===== config.mk =====
export PLATFORM = sky130hd
export DESIGN_NAME = flash_row_write_latch_controller
export DESIGN_NICKNAME = d
export VERILOG_FILES = /design/src/rtl/flash_row_write_latch_controller.v
export VERILOG_INCLUDE_DIRS = /design/src /design/src/include
export SDC_FILE = /design/constraint.sdc
export NUM_CORES = 1
export LEC_CHECK = 0
export BUFFER_PORTS_ARGS = -buffer_cell sky130_fd_sc_hd__buf_2
export CAP_MARGIN = 20
export CORE_MARGIN = 2
export CORE_UTILIZATION = 30
export DETAILED_ROUTE_END_ITERATION = 8
export GPL_TIMING_DRIVEN = 0
export SYNTH_ARGS = -nofsm -noshare
export SYNTH_HDL_FRONTEND = slang
export SYNTH_SLANG_ARGS = --single-unit

===== constraint.sdc =====
create_clock -name clk_sys -period 4.1 [get_ports clk_sys]
set_clock_uncertainty 0.15 [all_clocks]
set_input_delay 0.82 -clock clk_sys [delete_from_list [all_inputs] [get_ports clk_sys]]
set_output_delay 0.82 -clock clk_sys [all_outputs]
set_load 0.1 [all_outputs]

===== src/include/flash_row_defines.vh =====
// Purpose: constants for the flash row write latch controller
// Assumes: 14-bit flash words, 32 latches per row, 15-bit word address
// Notes:   definitions only
`ifndef FLASH_ROW_DEFINES_VH
`define FLASH_ROW_DEFINES_VH

`define FR_WORD_W        14
`define FR_ADDR_W        15
`define FR_LATCH_N       32
`define FR_LATCH_IDX_W   5
// used bits of the high address byte and of the high data byte
`define FR_ADRH_USED     7
`define FR_DATH_USED     6
`define FR_ROW_W         10
`define FR_BLANK_WORD    14'h3fff
`define FR_UNLOCK_KEY1   8'h55
`define FR_UNLOCK_KEY2   8'haa
`define FR_ADDR_ZERO     15'h0000
`define FR_DATA_ZERO     14'h0000
// alternate region address map
`define FR_UID_LO        15'h0000
`define FR_UID_HI        15'h0003
`define FR_ID_LO         15'h0005
`define FR_ID_HI         15'h0006
`define FR_CFG_LO        15'h0007
`define FR_CFG_HI        15'h000b
`define FR_INFO_LO       15'h0100
`define FR_INFO_HI       15'h02ff
`define FR_EE_LO         15'h7000
`define FR_EE_HI         15'h70ff
// programming timer, in ns
`define FR_PROG_TIME_NS  2000
`define FR_CLK_PERIOD_NS 10

`endif


===== src/rtl/flash_row_write_latch_controller.v =====
// Purpose: self-programming sequencer for program flash rows with 32 write latches
// Assumes: software writes control bits through the plain ports below, one clock domain
// Notes:   the flash array sits outside; its busy/done handshake is prog_start/array_done
//          reads are not taken while a row operation is busy
`include "flash_row_defines.vh"
`timescale 1ns/100ps
`default_nettype none

// Operation
// - row is address bits [14:5]; latch index is address bits [4:0].
// - latch loads and row operations stay inside the one addressed row.
// - all latches return to 0x3FFF when any program or erase completes.
// - start with erase-select erases whole row, ignores latch-only and data.
// - start with latch-only copies data into latch outside the alternate region, ignores protection.
// - start with neither programs all latches into addressed row.
// - protected erase or write clears start bit, sets error, no change.
// - error flag set on protected start, reset mid-write, broken unlock.
// - error flag software settable, cleared only by software; here sys_rst also clears it.
// - no load or program unless full unbroken unlock precedes start.
// - at most 32 words per operation, any subset allowed.
// - alternate region map: ids/config writable, identity and info read-only.
// - alternate read outside valid ranges clears data pair to zero.
// - completion sets done flag; interrupt when both enables are set.
// - instruction fetch halts while a row write or erase runs.
module flash_row_write_latch_controller #(
  parameter PROG_CYCLES = (`FR_PROG_TIME_NS + `FR_CLK_PERIOD_NS - 1) / `FR_CLK_PERIOD_NS
) (
  // clock and reset
  input  wire                       clk_sys,
  input  wire                       sys_rst,
  // control bits written by software
  input  wire [7:0]                 flash_address_high_byte,
  input  wire [7:0]                 flash_address_low_byte,
  input  wire [7:0]                 flash_data_high_byte,
  input  wire [7:0]                 flash_data_low_byte,
  input  wire                       program_erase_permit,
  input  wire                       alternate_region_select,
  input  wire                       latch_only_select,
  input  wire                       erase_select,
  input  wire                       write_start_set,
  input  wire                       read_start_set,
  input  wire                       unlock_write,
  input  wire [7:0]                 unlock_data,
  input  wire                       other_access,
  input  wire                       error_set,
  input  wire                       error_clear,
  input  wire                       done_flag_clear,
  input  wire                       flash_done_interrupt_enable,
  input  wire                       global_interrupt_enable,
  input  wire                       reset_during_write,
  // write protection, decided outside for the main array
  input  wire                       write_protect,
  // flash array side
  input  wire [`FR_WORD_W-1:0]      array_read_data,
  input  wire                       array_done,
  output reg                        prog_start_ff,
  output reg                        prog_erase_ff,
  output reg                        prog_region_ff,
  output reg  [`FR_ROW_W-1:0]       prog_row_ff,
  output wire [`FR_WORD_W*`FR_LATCH_N-1:0] latch_image,
  // status back to software
  output reg                        write_start_ff,
  output reg                        write_error_flag_ff,
  output reg                        flash_done_interrupt_flag_ff,
  output wire                       flash_irq,
  output wire                       fetch_halt,
  output reg  [`FR_WORD_W-1:0]      read_data_ff
);

  ////////////////////////////////////////////////////////////////////////////
  // address decode
  function in_range;
    input [`FR_ADDR_W-1:0] a;
    input [`FR_ADDR_W-1:0] lo;
    input [`FR_ADDR_W-1:0] hi;
    begin
      in_range = (a >= lo) && (a <= hi);
    end
  endfunction

  // bit 7 of the high address byte does not exist in the word address
  wire [`FR_ADDR_W-1:0]      addr_pair = {flash_address_high_byte[`FR_ADRH_USED-1:0],
                                          flash_address_low_byte};

  wire [`FR_ROW_W-1:0]       row_sel   = addr_pair[`FR_ADDR_W-1:`FR_LATCH_IDX_W];
  wire [`FR_LATCH_IDX_W-1:0] latch_sel = addr_pair[`FR_LATCH_IDX_W-1:0];

  // a flash word is fourteen bits; the top two bits of the high data byte are dropped
  wire [`FR_WORD_W-1:0]      data_pair = {flash_data_high_byte[`FR_DATH_USED-1:0],
                                          flash_data_low_byte};

  wire in_user_id    = in_range(addr_pair, `FR_UID_LO, `FR_UID_HI);
  wire in_ident      = in_range(addr_pair, `FR_ID_LO, `FR_ID_HI);
  wire in_config     = in_range(addr_pair, `FR_CFG_LO, `FR_CFG_HI);
  wire in_info       = in_range(addr_pair, `FR_INFO_LO, `FR_INFO_HI);
  wire in_data_store = in_range(addr_pair, `FR_EE_LO, `FR_EE_HI);

  // identity words and the info area can be read but never written
  wire alt_writable = in_user_id || in_config || in_data_store;
  wire alt_readable = alt_writable || in_ident || in_info;

  // main array protection comes from outside; the alternate region uses the map
  wire protected_addr = alternate_region_select ? !alt_writable : write_protect;

  ////////////////////////////////////////////////////////////////////////////
  // unlock sequence tracker
  // first key seen, then both keys seen; the start must come in the very next cycle
  localparam UL_IDLE = 2'b00;
  localparam UL_KEY1 = 2'b01;
  localparam UL_ARMED = 2'b10;

  reg [1:0] unlock_state_ff;
  reg [1:0] nxt_unlock_state;
  reg       unlock_broken;

  // both key steps decode the unlock write in the same way
  function key_match;
    input       wr;
    input [7:0] data;
    input [7:0] key;
    begin
      key_match = wr && (data == key);
    end
  endfunction

  wire key1_seen = key_match(unlock_write, unlock_data, `FR_UNLOCK_KEY1);
  wire key2_seen = key_match(unlock_write, unlock_data, `FR_UNLOCK_KEY2);

  always @* begin
    nxt_unlock_state = unlock_state_ff;
    unlock_broken    = 1'b0;
    case (unlock_state_ff)
      UL_IDLE: begin
        if (key1_seen)
          nxt_unlock_state = UL_KEY1;
      end
      UL_KEY1: begin
        // any cycle after the first key that is not the second key breaks the sequence
        if (key2_seen) begin
          nxt_unlock_state = UL_ARMED;
        end else begin
          nxt_unlock_state = UL_IDLE;
          unlock_broken    = 1'b1;
        end
      end
      UL_ARMED: begin
        // a missing start here counts as an interrupted sequence
        nxt_unlock_state = UL_IDLE;
        unlock_broken    = !write_start_set;
      end
      default: nxt_unlock_state = UL_IDLE;
    endcase
  end

  // only an armed start acts
  // starts while busy are dropped quietly; they are not reported as errors
  // latch loads aimed at the alternate region are ignored
  wire start_ok = write_start_set && (unlock_state_ff == UL_ARMED) &&
                  program_erase_permit && !write_start_ff;
  wire do_latch = start_ok && !erase_select && latch_only_select && !alternate_region_select;
  wire do_row   = start_ok && (erase_select || !latch_only_select);
  wire row_refused = do_row && protected_addr;
  wire row_go      = do_row && !protected_addr;

  ////////////////////////////////////////////////////////////////////////////
  // write latches
  reg  [`FR_WORD_W-1:0] latch_ff [0:`FR_LATCH_N-1];
  reg  [31:0]           timer_ff;

  // the count only sets a floor; the array's own done ends the operation
  wire                  timer_at_last = (timer_ff == 32'd1);
  wire                  timer_end     = write_start_ff && timer_at_last && array_done;

  // the array always takes the whole row image; unloaded words stay blank

  genvar gi;
  generate
    for (gi = 0; gi < `FR_LATCH_N; gi = gi + 1) begin : g_latch
      // index of this latch, sized like the low address bits
      localparam [`FR_LATCH_IDX_W-1:0] LATCH_IDX = gi;

      always @(posedge clk_sys) begin
        if (sys_rst || timer_end) begin
          latch_ff[gi] <= `FR_BLANK_WORD;
        end else if (do_latch && latch_sel == LATCH_IDX) begin
          latch_ff[gi] <= data_pair;
        end
      end

      assign latch_image[gi*`FR_WORD_W +: `FR_WORD_W] = latch_ff[gi];
    end
  endgenerate

  ////////////////////////////////////////////////////////////////////////////
  // sequencer and timer
  always @(posedge clk_sys) begin
    if (sys_rst) begin
      unlock_state_ff <= UL_IDLE;
      write_start_ff  <= 1'b0;
      timer_ff        <= 32'd0;
      prog_start_ff   <= 1'b0;
      prog_erase_ff   <= 1'b0;
      prog_region_ff  <= 1'b0;
      prog_row_ff     <= {`FR_ROW_W{1'b0}};
    end else begin
      unlock_state_ff <= nxt_unlock_state;
      prog_start_ff   <= 1'b0;
      if (row_go) begin
        write_start_ff <= 1'b1;
        timer_ff       <= PROG_CYCLES;
        prog_start_ff  <= 1'b1;
        prog_erase_ff  <= erase_select;
        prog_region_ff <= alternate_region_select;
        prog_row_ff    <= row_sel;
      end else if (write_start_ff) begin
        // a count below two still waits for the array to report done
        if (timer_ff > 32'd1) begin
          timer_ff <= timer_ff - 32'd1;
        end else if (array_done) begin
          write_start_ff <= 1'b0;
        end
      end
    end
  end

  ////////////////////////////////////////////////////////////////////////////
  // error flag, done flag, read data
  // error sources
  // a refused row start, a broken unlock, or a device reset seen while busy
  wire err_protect = row_refused;
  wire err_unlock  = unlock_broken;
  wire err_reset   = reset_during_write && write_start_ff;
  wire err_event   = err_protect || err_unlock || err_reset;


  always @(posedge clk_sys) begin
    if (sys_rst) begin
      write_error_flag_ff          <= 1'b0;
      flash_done_interrupt_flag_ff <= 1'b0;
      read_data_ff                 <= `FR_DATA_ZERO;
    end else begin
      if (err_event || error_set) begin
        write_error_flag_ff <= 1'b1;
      end else if (error_clear) begin
        write_error_flag_ff <= 1'b0;
      end

      // done flag on completion
      // set wins over the clear so that a completion is never lost
      if (timer_end) begin
        flash_done_interrupt_flag_ff <= 1'b1;
      end else if (done_flag_clear) begin
        flash_done_interrupt_flag_ff <= 1'b0;
      end

      // invalid alternate read gives zero
      // the array cannot be read while it programs, so busy reads are dropped
      if (read_start_set && !write_start_ff) begin
        read_data_ff <= (alternate_region_select && !alt_readable) ?
                        `FR_DATA_ZERO : array_read_data;
      end
    end
  end

  assign flash_irq  = flash_done_interrupt_flag_ff && flash_done_interrupt_enable &&
                      global_interrupt_enable;
  assign fetch_halt = write_start_ff;


  // spare input for a bus access monitor; it does not affect the sequencer
  wire unused_ok = other_access;

endmodule // flash_row_write_latch_controller

`default_nettype wire


Yosys cells after proc, flatten, opt, wreduce, memory -nomap -nowiden --
Memory sizes are Yosys's and may differ from the RTL's. Index checks and enable logic that the tools add are counted.
Storage, ports and cells: logic and storage cells 323, bits in registers 64, memory bits (writable) 448, output and inout port bits 480, memories 1
Cells by class: muxes and demuxes 149, $add $sub $neg 1, bitwise gates (word level) 32, equal/unequal tests 37, $lt $le $gt $ge 11, reductions and logical operators 81
Memories:
- latch_ff | words 32, bits a word 14, read ports 32, clocked after Yosys merged registers in 0, write ports 32, line flash_row_write_latch_controller.v:167 | reg [`FR_WORD_W-1:0] latch_ff [0:`FR_LATCH_N-1];
Operator list (count):
- two-way mux 14 bit | 33
- two-way mux 1 bit | 109
- equality test 5 bit (second input constant) | 16
- logical AND 1 bit | 55
- equality test 5 x 4 -> 1 bit (second input constant) | 8
- equality test 32 x 1 -> 1 bit (second input constant) | 1
- > comparator 32 x 1 -> 1 bit (second input constant) | 1
- OR 1 bit | 32
- subtractor 32 x 1 -> 32 bit (second input constant) | 1
- >= comparator 15 x 3 -> 1 bit (second input constant) | 2
- two-way mux 8 bit | 3
- equality test 5 x 3 -> 1 bit (second input constant) | 4
- >= comparator 15 x 1 -> 1 bit (second input constant) | 1
- >= comparator 15 bit (second input constant) | 1
- >= comparator 15 x 9 -> 1 bit (second input constant) | 1
- <= comparator 15 x 10 -> 1 bit (second input constant) | 1
- <= comparator 15 bit (second input constant) | 1
- <= comparator 15 x 2 -> 1 bit (second input constant) | 1
- <= comparator 15 x 3 -> 1 bit (second input constant) | 1
- <= comparator 15 x 4 -> 1 bit (second input constant) | 1
- equality test 5 x 2 -> 1 bit (second input constant) | 2
- logical OR 1 bit | 9
- equality test 8 x 7 -> 1 bit (second input constant) | 1
- equality test 8 bit (second input constant) | 1
- 13 further kinds | 25

Depth between registers and ports, before layout --
Gate-level depths: netlist of the first run.
word-level depth 12, depth in mapped cells 10, gate-level depth less buffers 7

Least setup slack after synthesis of the first run --
Ideal clock, no wire load.
path kind in2reg, from input flash_address_low_byte[2], to memory latch_ff[0][100] in the netlist's numbering, enable pin, stages on the path 5, data arrival time 2.717 ns, data required time 3.546 ns, slack 0.829 ns, cell sequence clkbuf_1 -> clkbuf_1 -> nor2b_1 -> nand3_1 -> o21ai_0
RTL lines:
- start: declaration | line flash_row_write_latch_controller.v:33 | input wire [7:0] flash_address_low_byte,
- end: declaration | line flash_row_write_latch_controller.v:167

==> results by group, run 1 <==
Status
  – Status: finished, final reports clean

Floorplan
  – Rows: 92
  – Die ar.: 65470 sq um
  – Die Wd: 255.9 um
  – Die H: 255.9 um
  – Core ar.: 62850 sq um
  – Top Ports: 552
  – Initial Util: 0.3028

CTS
  – Root Buffer: clkbuf_16
  – Worst-path clk slew: 0.06 ns
  – Clock Tree Buf Depth: 3
  – H-tree levels: 2
  – CTS tree: built
  – Post-CTS Resized: 11
  – Clock sinks: 512
  – Setup Buffers After CTS: 0
  – Clock Latency Late Sink: 0.58 ns
  – TritonCTS Buffers: 52
  – Cts hold-fix bufs: 0

Yosys
  – Post-synth EDFFs: 448
  – YS warnings: 0
  – Main combinational cell family by area after synthesis: simple AND/OR/NAND/NOR gates
  – Syn avg cell area: 13.35 sq um
  – Post-synthesis adder-cell area fraction: 0.003287
  – Yosys top cell area share: 0.7069
  – Synth Area in Simple Gates: 0.1494
  – Most common cell in the synthesized netlist: nand2_1
  – Mapped cell area: 19030 sq um
  – Most used DFF post-synth: edfxtp_1
  – Synthesized net count: 1503
  – Post-synth ARST share: 0
  – Yosys cell types: 53
  – Top post-synthesis cells by count: nand2_1, edfxtp_1, clkbuf_1
  – #FFs+latches synth: 512
  – Cells after Synth: 1426
  – Cell accounting for the most synthesized area: edfxtp_1
  – Post-synthesis mux area share: 0.006838
  – Compound-Gate Fraction of Synth Area: 0.04444
  – Area contributors post-synth: edfxtp_1, nand2_1, dfxtp_1
  – Sequential area share after synthesis: 0.7742
  – Synth Area in XOR/XNOR: 0

Setup path
  – CP Cell Sequence: inv_1 -> ha_1 -> nand4b_1 -> nor3b_2 -> nand2_1 -> clkbuf_1 -> nor3_1 -> clkbuf_1 -> nand2_1
  – Count of buffer and inverter cells on the critical path: 3
  – R2R depth: 9
  – Worst path top cell family by delay: simple AND/OR/NAND/NOR gates
  – CP max-delay cell: nor3_1
  – CP Data Arrival Time: 4.18 ns
  – R2R Path End: latch_ff[1][82]$_SDFFCE_PN1P_
  – R2R setup slack: 0.09 ns
  – Worst setup EP type: flip-flop
  – Launching point of the worst reg2reg path: unlock_state_ff[0]$_SDFFE_PP0P_
  – CP required: 4.27 ns
  – Critical path startpoint category: flip-flop
  – Max FO, Critical Path: 10
  – Crit path kind: flip-flop to flip-flop
  – Critical Path Max Stage Delay: 0.85 ns

Timing
  – Setup TNS: 0 ns
  – Slew headroom: 0.2303
  – Final WS setup: 0.09007 ns
  – Final setup fails: 0
  – Post-layout min period: 4.010 ns
  – Final period util: 0.9780
  – Maximum clock frequency: 249.4 MHz
  – RSZ-0062 raised after global routing: true
  – Hold Fails Final Rpt: 0
  – Least-Margin Pin Slew: 1.144 ns
  – Count of final max-slew check failures: 0

Worst hold path
  – Worst Hold Path Cells: 2
  – Hold crit path type: primary input to flip-flop
  – Min-delay src: array_read_data[9]
  – Hold EP: read_data_ff[9]$_SDFFE_PP0P_

Power
  – Pleak: 7.052 nW
  – Worst vdd ir: 0.0003405 V
  – P per Cell Area: 428.2 nW/um^2

Routing
  – Vias post-DR: 14270
  – DRT Wirelength: 68.90 mm
  – DR pass1 iterations: 5
  – Drt wl/cell: 23.25 um
  – Mean number of vias per cell: 4.815
  – Remaining antenna violation count after routing: 0
  – DR iter-0 viols: 1132
  – DRC: 0

Global routing
  – Vias in the first global route: 14090
  – Initial antenna violation count: 0
  – First-pass GRT wire length: 98.52 mm
  – Largest net degree at the start of global routing: 16
  – Gr ovfl total: 0
  – GRT Overall Usage: 0.2057

Cells and area
  – Multi-input gate area: 4070 sq um
  – FF+latch area: 14730 sq um
  – Antenna cells: 0
  – Nets: 2150
  – Share of layout cells above drive strength 1: 0.3467
  – Synth-to-layout area growth: 32.22%
  – Finished Layout Cells: 2963
  – # fillers: 5999

Place
  – GPL Wtd Cong: 0.9001
  – Post-DP HPWL: 52.67 mm
  – Placement Setup Slack: -0.6343 ns
  – Placed insts: 2865
  – Port Buffers: 545

Job
  – Max-Cap Viols: 0
==> kinds of logic after synthesis <==
logic type	Yosys count
AO/OA/AOI/OAI	132
AND/OR/NAND/NOR	656
flip-flops	512
adder cells (fa/ha/maj)	5
multiplexers	13
buffers and inverters	108
==> final cells by class <==
| cell class | count | area share |
|---|---|---|
| Buffer | 95 | 0.01462 |
| Clock buffer | 60 | 0.05425 |
| Clock inverter | 38 | 0.01323 |
| Inverter | 12 | 0.001790 |
| Multi-Input combinational cell | 806 | 0.1618 |
| Sequential cell | 512 | 0.5855 |
| Tap cell | 846 | 0.04207 |
| Timing Repair Buffer | 594 | 0.1267 |
==> report_power, final <==
part	total (mW)	switching, mW	leakage, nW	internal [mW]
logic	0.378	0.296	2.67	0.0823
clock network	4.75	2.09	0.834	2.66
registers	5.65	0.00317	3.55	5.65
==> worst max-delay path by stage <==
stage	from	to	slack (ns)	depth (start not counted)
5_1_grt	unlock_state_ff[0]$_SDFFE_PP0P_	latch_ff[1][81]$_SDFFCE_PN1P_	-0.08	9
3_5_place_dp	write_start_set	latch_ff[1][65]$_SDFFCE_PN1P_	-0.63	8
3_3_place_gp	flash_address_low_byte[1]	latch_ff[0][12]$_SDFFCE_PN1P_	-1.33	4
6_report	unlock_state_ff[0]$_SDFFE_PP0P_	latch_ff[1][82]$_SDFFCE_PN1P_	0.09	9
4_1_cts	unlock_state_ff[0]$_SDFFE_PP0P_	latch_ff[1][82]$_SDFFCE_PN1P_	0.14	9
2_1_floorplan	flash_address_low_byte[2]	latch_ff[0][100]$_SDFFCE_PN1P_	0.83	5
==> sequential cells by signal, indices dropped and copies added (netlist names) <==
name                          count
timer_ff                         32
fetch_halt                        1
latch_ff                        448
write_error_flag_ff               1
read_data_ff                     14
flash_done_interrupt_flag_ff      1
prog_erase_ff                     1
prog_region_ff                    1
prog_row_ff                      10
prog_start_ff                     1
unlock_state_ff                   2
==> stage by stage <==
step	util	area (sq um)	total power [mW]	hold slack (ns)
floorplan	-	19030	5.948	0.2979
global placement	0.3630	22820	6.107	0.3029
detailed placement	0.3722	23390	6.139	0.3050
CTS	0.3999	25140	10.87	0.2474
global route	0.4004	25160	11.10	0.2630
finish	0.4004	25160	10.78	0.2963
==> metal layers <==
layer  vias up  track usage  share of wire  wire length (um)
met3        91      0.04912          0.074              5132
met4         0      0.05361          0.025              1734
met2       687       0.3530           0.49             33790
met5         -            0              0                 0
met1      7083       0.2605           0.41             28250
li1       6405            -              -                 -
==> cells in the final DEF, fill, tap and decap left out, types with 8 or more instances in the layout <==
master,n
o31ai_1,9
or4_1,12
nor2_1,36
a31oi_1,8
clkinv_1,10
nor4_1,13
clkbuf_1,89
a21oi_1,28
nand3_1,16
clkinv_2,13
o21ai_1,13
or3_1,18
nor3_1,23
buf_2,554
buf_4,25
nand2_1,470
inv_1,12
buf_6,15
clkbuf_16,52
mux2i_1,13
o21ai_2,20
nor3_2,18
edfxtp_1,448
dfxtp_1,64
o21ai_0,11
a22o_1,14
No activity file was read; power rests on OpenSTA's default activity.
==> run 2: changes to the inputs <==
--- a/config.mk
+++ b/config.mk
@@ -6,6 +6,7 @@
 export SDC_FILE = /design/constraint.sdc
 export NUM_CORES = 1
 export LEC_CHECK = 0
+export ABC_AREA = 1
 export BUFFER_PORTS_ARGS = -buffer_cell sky130_fd_sc_hd__buf_2
 export CAP_MARGIN = 20
 export CORE_MARGIN = 2
==> run 2 against run 1 <==
Net effect:
- die area increased by 6.7%
- cell area increased by 4.3%
- critical path depth decreased by 2
- non-clock buffer count decreased by 9
- first-iteration DRC count increased by 36%
- synthesized cell count increased by 17%
- synthesized area increased by 6.8%
- clock power increased by 5.1%
- critical path type unchanged
- critical endpoint is now latch_ff[0][30]$_SDFFCE_PN1P_
==> results by group, run 2 <==
Status
  – Status: finished, final reports clean

Cells and area
  – Most frequent cells in the layout: nand2_1, buf_2, edfxtp_1
  – Share of layout cells above drive strength 1: 0.3325
  – Most common cell after layout, fill and taps aside: nand2_1
  – Nets: 2369
  – Max reg flops: 448
  – # fillers: 6479
  – Synth-to-layout area growth: 29.18%
  – Biggest register: latch_ff
  – Largest regs: latch_ff (448), timer_ff (32), read_data_ff (14)
  – Finished Layout Cells: 3208

Global routing
  – Vias in the first global route: 14580
  – First-pass GRT wire length: 98.73 mm
  – Initial antenna violation count: 3
  – Gr ovfl total: 0
  – Largest net degree at the start of global routing: 17
  – GRT Overall Usage: 0.1925

Place
  – Placed insts: 3107
  – GPL Wtd Cong: 0.8781
  – Post-DP HPWL: 53.18 mm
  – Port Buffers: 547
  – Placement Setup Slack: 0.3981 ns

Setup path
  – Worst setup EP type: flip-flop
  – Max FO, Critical Path: 14
  – Crit path kind: flip-flop to flip-flop
  – CP Data Arrival Time: 3.18 ns
  – CP required: 4.18 ns
  – Critical path startpoint category: flip-flop

Power
  – Combinational share of power: 0.048
  – P per Cell Area: 426.0 nW/um^2
  – Worst vdd ir: 0.0003388 V
  – Pleak: 8.159 nW
  – Internal Dissipation: 8.630 mW
  – Sequential power share: 0.506
  – Psw: 2.552 mW
  – Tot Pwr: 11.18 mW
  – Clock power frac: 0.447
  – Switching share of power: 0.2282

Yosys
  – Post-synth ARST share: 0
  – Top post-synthesis cells by count: nand2_1, edfxtp_1, nor2_1
  – Sequential area share after synthesis: 0.7251
  – Cell accounting for the most synthesized area: edfxtp_1
  – Cells after Synth: 1663
  – Most used DFF post-synth: edfxtp_1
  – Yosys cell types: 37
  – Synthesized net count: 1740
  – YS warnings: 0
  – #FFs+latches synth: 512
  – Post-synth EDFFs: 448
  – Yosys top cell area share: 0.6621
  – Mapped cell area: 20320 sq um
  – Most common cell in the synthesized netlist: nand2_1
  – Syn avg cell area: 12.22 sq um
  – Area contributors post-synth: edfxtp_1, nand2_1, dfxtp_1

Worst hold path
  – Hold crit path type: primary input to flip-flop

CTS
  – H-tree levels: 2
  – CTS tree: built
  – Worst-path clk slew: 0.06 ns
  – Root Buffer: clkbuf_16
  – Clock Latency Late Sink: 0.61 ns
  – Setup Buffers After CTS: 0
  – Clock Tree Buf Depth: 3
  – Cts hold-fix bufs: 0
  – Clock sinks: 512
  – Post-CTS Resized: 0
  – TritonCTS Buffers: 55

Routing
  – Drt wl/cell: 21.52 um
  – DRT Wirelength: 69.04 mm
  – Mean number of vias per cell: 4.612
  – Vias post-DR: 14800
  – DR iter-0 viols: 1536
  – DR pass1 iterations: 5
  – DRC: 0
  – Remaining antenna violation count after routing: 0

Timing
  – Setup TNS: 0 ns
  – Final setup fails: 0
  – Final period util: 0.7561
  – Count of final max-slew check failures: 0
  – Maximum clock frequency: 322.6 MHz
  – Least-Margin Pin Slew: 1.150 ns
  – Worst hold slack: 0.3107 ns
  – RSZ-0062 raised after global routing: false
  – Final WS setup: 1.000 ns
  – Hold Fails Final Rpt: 0
  – Slew headroom: 0.2333
  – Post-layout min period: 3.100 ns

Floorplan
  – Die H: 264.3 um
  – Initial Util: 0.3026
  – Die ar.: 69830 sq um
  – Core ar.: 67160 sq um
  – Rows: 95
  – Top Ports: 552
  – Die Wd: 264.3 um

Job
  – Max-Cap Viols: 0
run 2: per-stage QoR:
stage / util / instance area [sq um]
6_report: 0.3909 / 26250
5_1_grt: 0.3908 / 26250
4_1_cts: 0.3907 / 26240
3_5_place_dp: 0.3638 / 24430
3_3_place_gp: 0.3596 / 24150
2_1_floorplan: - / 20320
run 2: kinds of logic after synthesis:
logic type                 after synthesis  synth area share
AOI/OAI and AO/OA                       90           0.02414
xor gates and xnor gates                22          0.009483
adders and majority gates                5          0.003079
buffers and inverters                  183           0.05142
DFF                                    512            0.7251
and+or+nand+nor                        851            0.1868
run 2: path summary, 6_finish.rpt:
| check | endpoint | cells past startpoint | slack [ns] | start |
|---|---|---|---|---|
| setup / recovery | latch_ff[0][30]$_SDFFCE_PN1P_ | 7 | 1.0 | unlock_state_ff[0]$_SDFFE_PP0P_ |
| hold / removal | prog_row_ff[0]$_SDFFE_PP0P_ | 3 | 0.31 | flash_address_low_byte[5] |
| hold reg to reg | read_data_ff[4]$_SDFFE_PP0P_ | 2 | 0.32 | read_data_ff[4]$_SDFFE_PP0P_ |
| setup reg to reg | latch_ff[0][30]$_SDFFCE_PN1P_ | 7 | 1.0 | unlock_state_ff[0]$_SDFFE_PP0P_ |
run 2: layout make-up:
cell class              count  area, sq um  share of cell area
multi-input cells         968         4556              0.1736
well taps                 873         1092             0.04161
diodes                      1        2.502          0.00009533
plain buffers             108        760.7             0.02898
clock inverters            32        384.1             0.01463
flip-flops and latches    512        14730              0.5613
repair buffers            572         3014              0.1148
clock buffers              67         1421             0.05415
inverters                  75        284.0             0.01082
run 2: worst max-delay path, cell delays in order (launching register included):
cell and delay [ns]:
dfxtp_1 0.31, inv_1 0.10, ha_1 0.20, nand4_2 0.15, nor2_2 0.32, nand2_1 0.22
clkbuf_1 0.40, o21ai_2 0.87
run 2: layer usage:
| metal | vias to the layer above | global-route usage | wire length [um] |
|---|---|---|---|
| li1 | 6825 | - | - |
| met1 | 7206 | 0.2417 | 28360 |
| met2 | 674 | 0.3323 | 33980 |
| met3 | 88 | 0.04773 | 5236 |
| met4 | 2 | 0.04699 | 1460 |
| met5 | - | 0 | 13 |
run 2: power groups by stage:
stage | registers [mW] | clock network (mW) | logic [mW]
3_5_place_dp | 5.77 | 0 | 0.542
5_1_grt | 5.65 | 5.29 | 0.574
4_1_cts | 5.66 | 5.07 | 0.544
6_report | 5.66 | 4.99 | 0.532
3_3_place_gp | 5.77 | 0 | 0.503
2_1_floorplan | 5.82 | 0 | 0.232
==> run 3: changes to the inputs <==
==> constraint.sdc (replaced) <==
create_clock -name clk_sys -period 2.87 [get_ports clk_sys]
set_clock_uncertainty 0.15 [all_clocks]
set_input_delay 0.574 -clock clk_sys [delete_from_list [all_inputs] [get_ports clk_sys]]
set_output_delay 0.574 -clock clk_sys [all_outputs]
set_load 0.1 [all_outputs]
==> run 3 against run 2 <==
Net effect:
- global-route usage grew 0.45 points
- highest routed layer is now met4
- total power grew 43%
- sequential power grew 43%
- flip-flop and latch count is the same
- die area is the same
- critical endpoint is now latch_ff[0][159]$_SDFFCE_PN1P_
- hold slack lost 0.21 ns
- clock power grew 42%
- routed wire length grew 2.3%
- maximum frequency grew 11%
==> results by group, run 3 (same netlist as run 2, synthesis figures left out) <==
Status
  – Status: finished, final reports clean

Cells and area
  – # fillers: 6471
  – Synth-to-layout area growth: 30.62%
  – Most frequent cells in the layout: nand2_1, buf_2, edfxtp_1
  – Largest regs: latch_ff (448), timer_ff (32), read_data_ff (14)
  – Max reg flops: 448
  – Most common cell after layout, fill and taps aside: nand2_1
  – Biggest register: latch_ff
  – Nets: 2369
  – Share of layout cells above drive strength 1: 0.3433

Timing
  – Setup TNS: 0 ns
  – Post-layout min period: 2.787 ns
  – RSZ-0062 raised after global routing: true
  – Final period util: 0.9711
  – Least-Margin Pin Slew: 1.130 ns
  – Hold Fails Final Rpt: 0
  – Slew headroom: 0.2465
  – Count of final max-slew check failures: 0
  – Final setup fails: 0
  – Final WS setup: 0.08301 ns
  – Maximum clock frequency: 358.8 MHz

Power
  – Worst vdd ir: 0.0004424 V
  – Tot Pwr: 15.99 mW
  – Pleak: 8.236 nW
  – P per Cell Area: 602.5 nW/um^2

CTS
  – Clock Tree Buf Depth: 3
  – H-tree levels: 2
  – TritonCTS Buffers: 54
  – CTS tree: built
  – Root Buffer: clkbuf_16
  – Worst-path clk slew: 0.06 ns
  – Clock Latency Late Sink: 0.60 ns
  – Clock sinks: 512
  – Cts hold-fix bufs: 0

Floorplan
  – Die Wd: 264.3 um
  – Rows: 95
  – Die H: 264.3 um
  – Die ar.: 69830 sq um
  – Top Ports: 552
  – Core ar.: 67160 sq um
  – Initial Util: 0.3026

Global routing
  – First-pass GRT wire length: 99.53 mm
  – Largest net degree at the start of global routing: 15
  – Vias in the first global route: 14640
  – GRT Overall Usage: 0.1969
  – Gr ovfl total: 0
  – Initial antenna violation count: 6

Setup path
  – Launching point of the worst reg2reg path: fetch_halt$_SDFF_PP0_
  – CP required: 2.94 ns
  – Worst setup EP type: flip-flop
  – Max FO, Critical Path: 14
  – Setup crit start: fetch_halt$_SDFF_PP0_
  – CP Data Arrival Time: 2.86 ns
  – R2R Path End: latch_ff[0][159]$_SDFFCE_PN1P_
  – Crit path kind: flip-flop to flip-flop
  – R2R setup slack: 0.08 ns
  – R2R depth: 7
  – Crit path capture: latch_ff[0][159]$_SDFFCE_PN1P_
  – Critical path startpoint category: flip-flop

Worst hold path
  – Hold crit path type: primary input to flip-flop
  – Min-delay src: done_flag_clear

Routing
  – Remaining antenna violation count after routing: 0
  – DR iter-0 viols: 1378
  – Mean number of vias per cell: 4.647
  – Vias post-DR: 14920
  – DR pass1 iterations: 5
  – Drt wl/cell: 22.00 um
  – DRC: 0
  – DRT Wirelength: 70.63 mm

Place
  – Port Buffers: 547
  – GPL Wtd Cong: 0.8723
  – Post-DP HPWL: 53.54 mm
  – Placement Setup Slack: -0.4866 ns

Job
  – Max-Cap Viols: 0
run 3: cell count changes in the layout (fill, tap and decap cells not counted), moves of 3 or more:
cell | before | now
buf_12 | 3 | 8
buf_4 | 21 | 14
buf_6 | 39 | 44
clkbuf_1 | 62 | 57
clkinv_2 | 6 | 10
o21ai_1 | 18 | 1
o21ai_2 | 14 | 11
o21ai_4 | 0 | 20
run 3: layout make-up:
class | count | area, sq um | share of cell area
multi-input cells | 968 | 4790 | 0.1805
repair buffers | 573 | 3083 | 0.1162
clock buffers | 64 | 1420 | 0.05351
inverters | 75 | 284.0 | 0.01070
well taps | 873 | 1092 | 0.04116
flip-flops and latches | 512 | 14740 | 0.5552
diodes | 2 | 5.005 | 0.0001886
clock inverters | 36 | 365.4 | 0.01377
plain buffers | 108 | 765.7 | 0.02885
run 3: report_power, final:
group	internal, mW	switching [mW]
Clock	4.08	3.03
Sequential	8.07	0.00764
Combinational	0.169	0.634
Total	12.3	3.67
run 3: worst min-delay path by stage:
stage	slack (ns)	depth (start not counted)	end
final	0.1	4	flash_done_interrupt_flag_ff$_SDFFE_PP0P_
after global routing	0.09	3	prog_erase_ff$_SDFFE_PP0P_
after CTS	0.05	3	prog_erase_ff$_SDFFE_PP0P_
after detailed placement	0.31	2	read_data_ff[3]$_SDFFE_PP0P_
after global placement	0.30	2	read_data_ff[3]$_SDFFE_PP0P_
after floorplan	0.30	2	timer_ff[1]$_SDFFE_PP0P_
run 3: metrics by stage:
step           cell area (sq um)  instances  hold slack (ns)    util
6_report                   26540       3211          0.09830  0.3952
5_1_grt                    26540       3209          0.08651  0.3951
4_1_cts                    26280       3204          0.04600  0.3913
3_5_place_dp               24410       3104           0.3079  0.3635
3_3_place_gp               24150       3083           0.3007  0.3596
2_1_floorplan              20320       1663           0.3013       -
run 3: critical path, stage by stage, from the launching register on:
cell     delay [ns]
dfxtp_2        0.33
buf_4          0.18
inv_2          0.13
nand4_2        0.13
nor2_2         0.30
nand2_1        0.28
buf_4          0.32
o21ai_4        0.56
run 3: what timing repair did:
item / 4_1_cts / 5_1_grt
hold endpoints to repair: 0 / 0
pin swaps: 0 / 9
endpoints found under the setup margin: 238 / 299
setup buffers: 0 / 5
resized for setup: 15 / 31
run 3: layer usage:
metal,up-vias,part of all wire,track usage
met5,-,0,0
li1,6839,-,-
met3,123,0.079,0.04838
met4,0,0.031,0.06695
met2,705,0.49,0.3327
met1,7254,0.40,0.2464
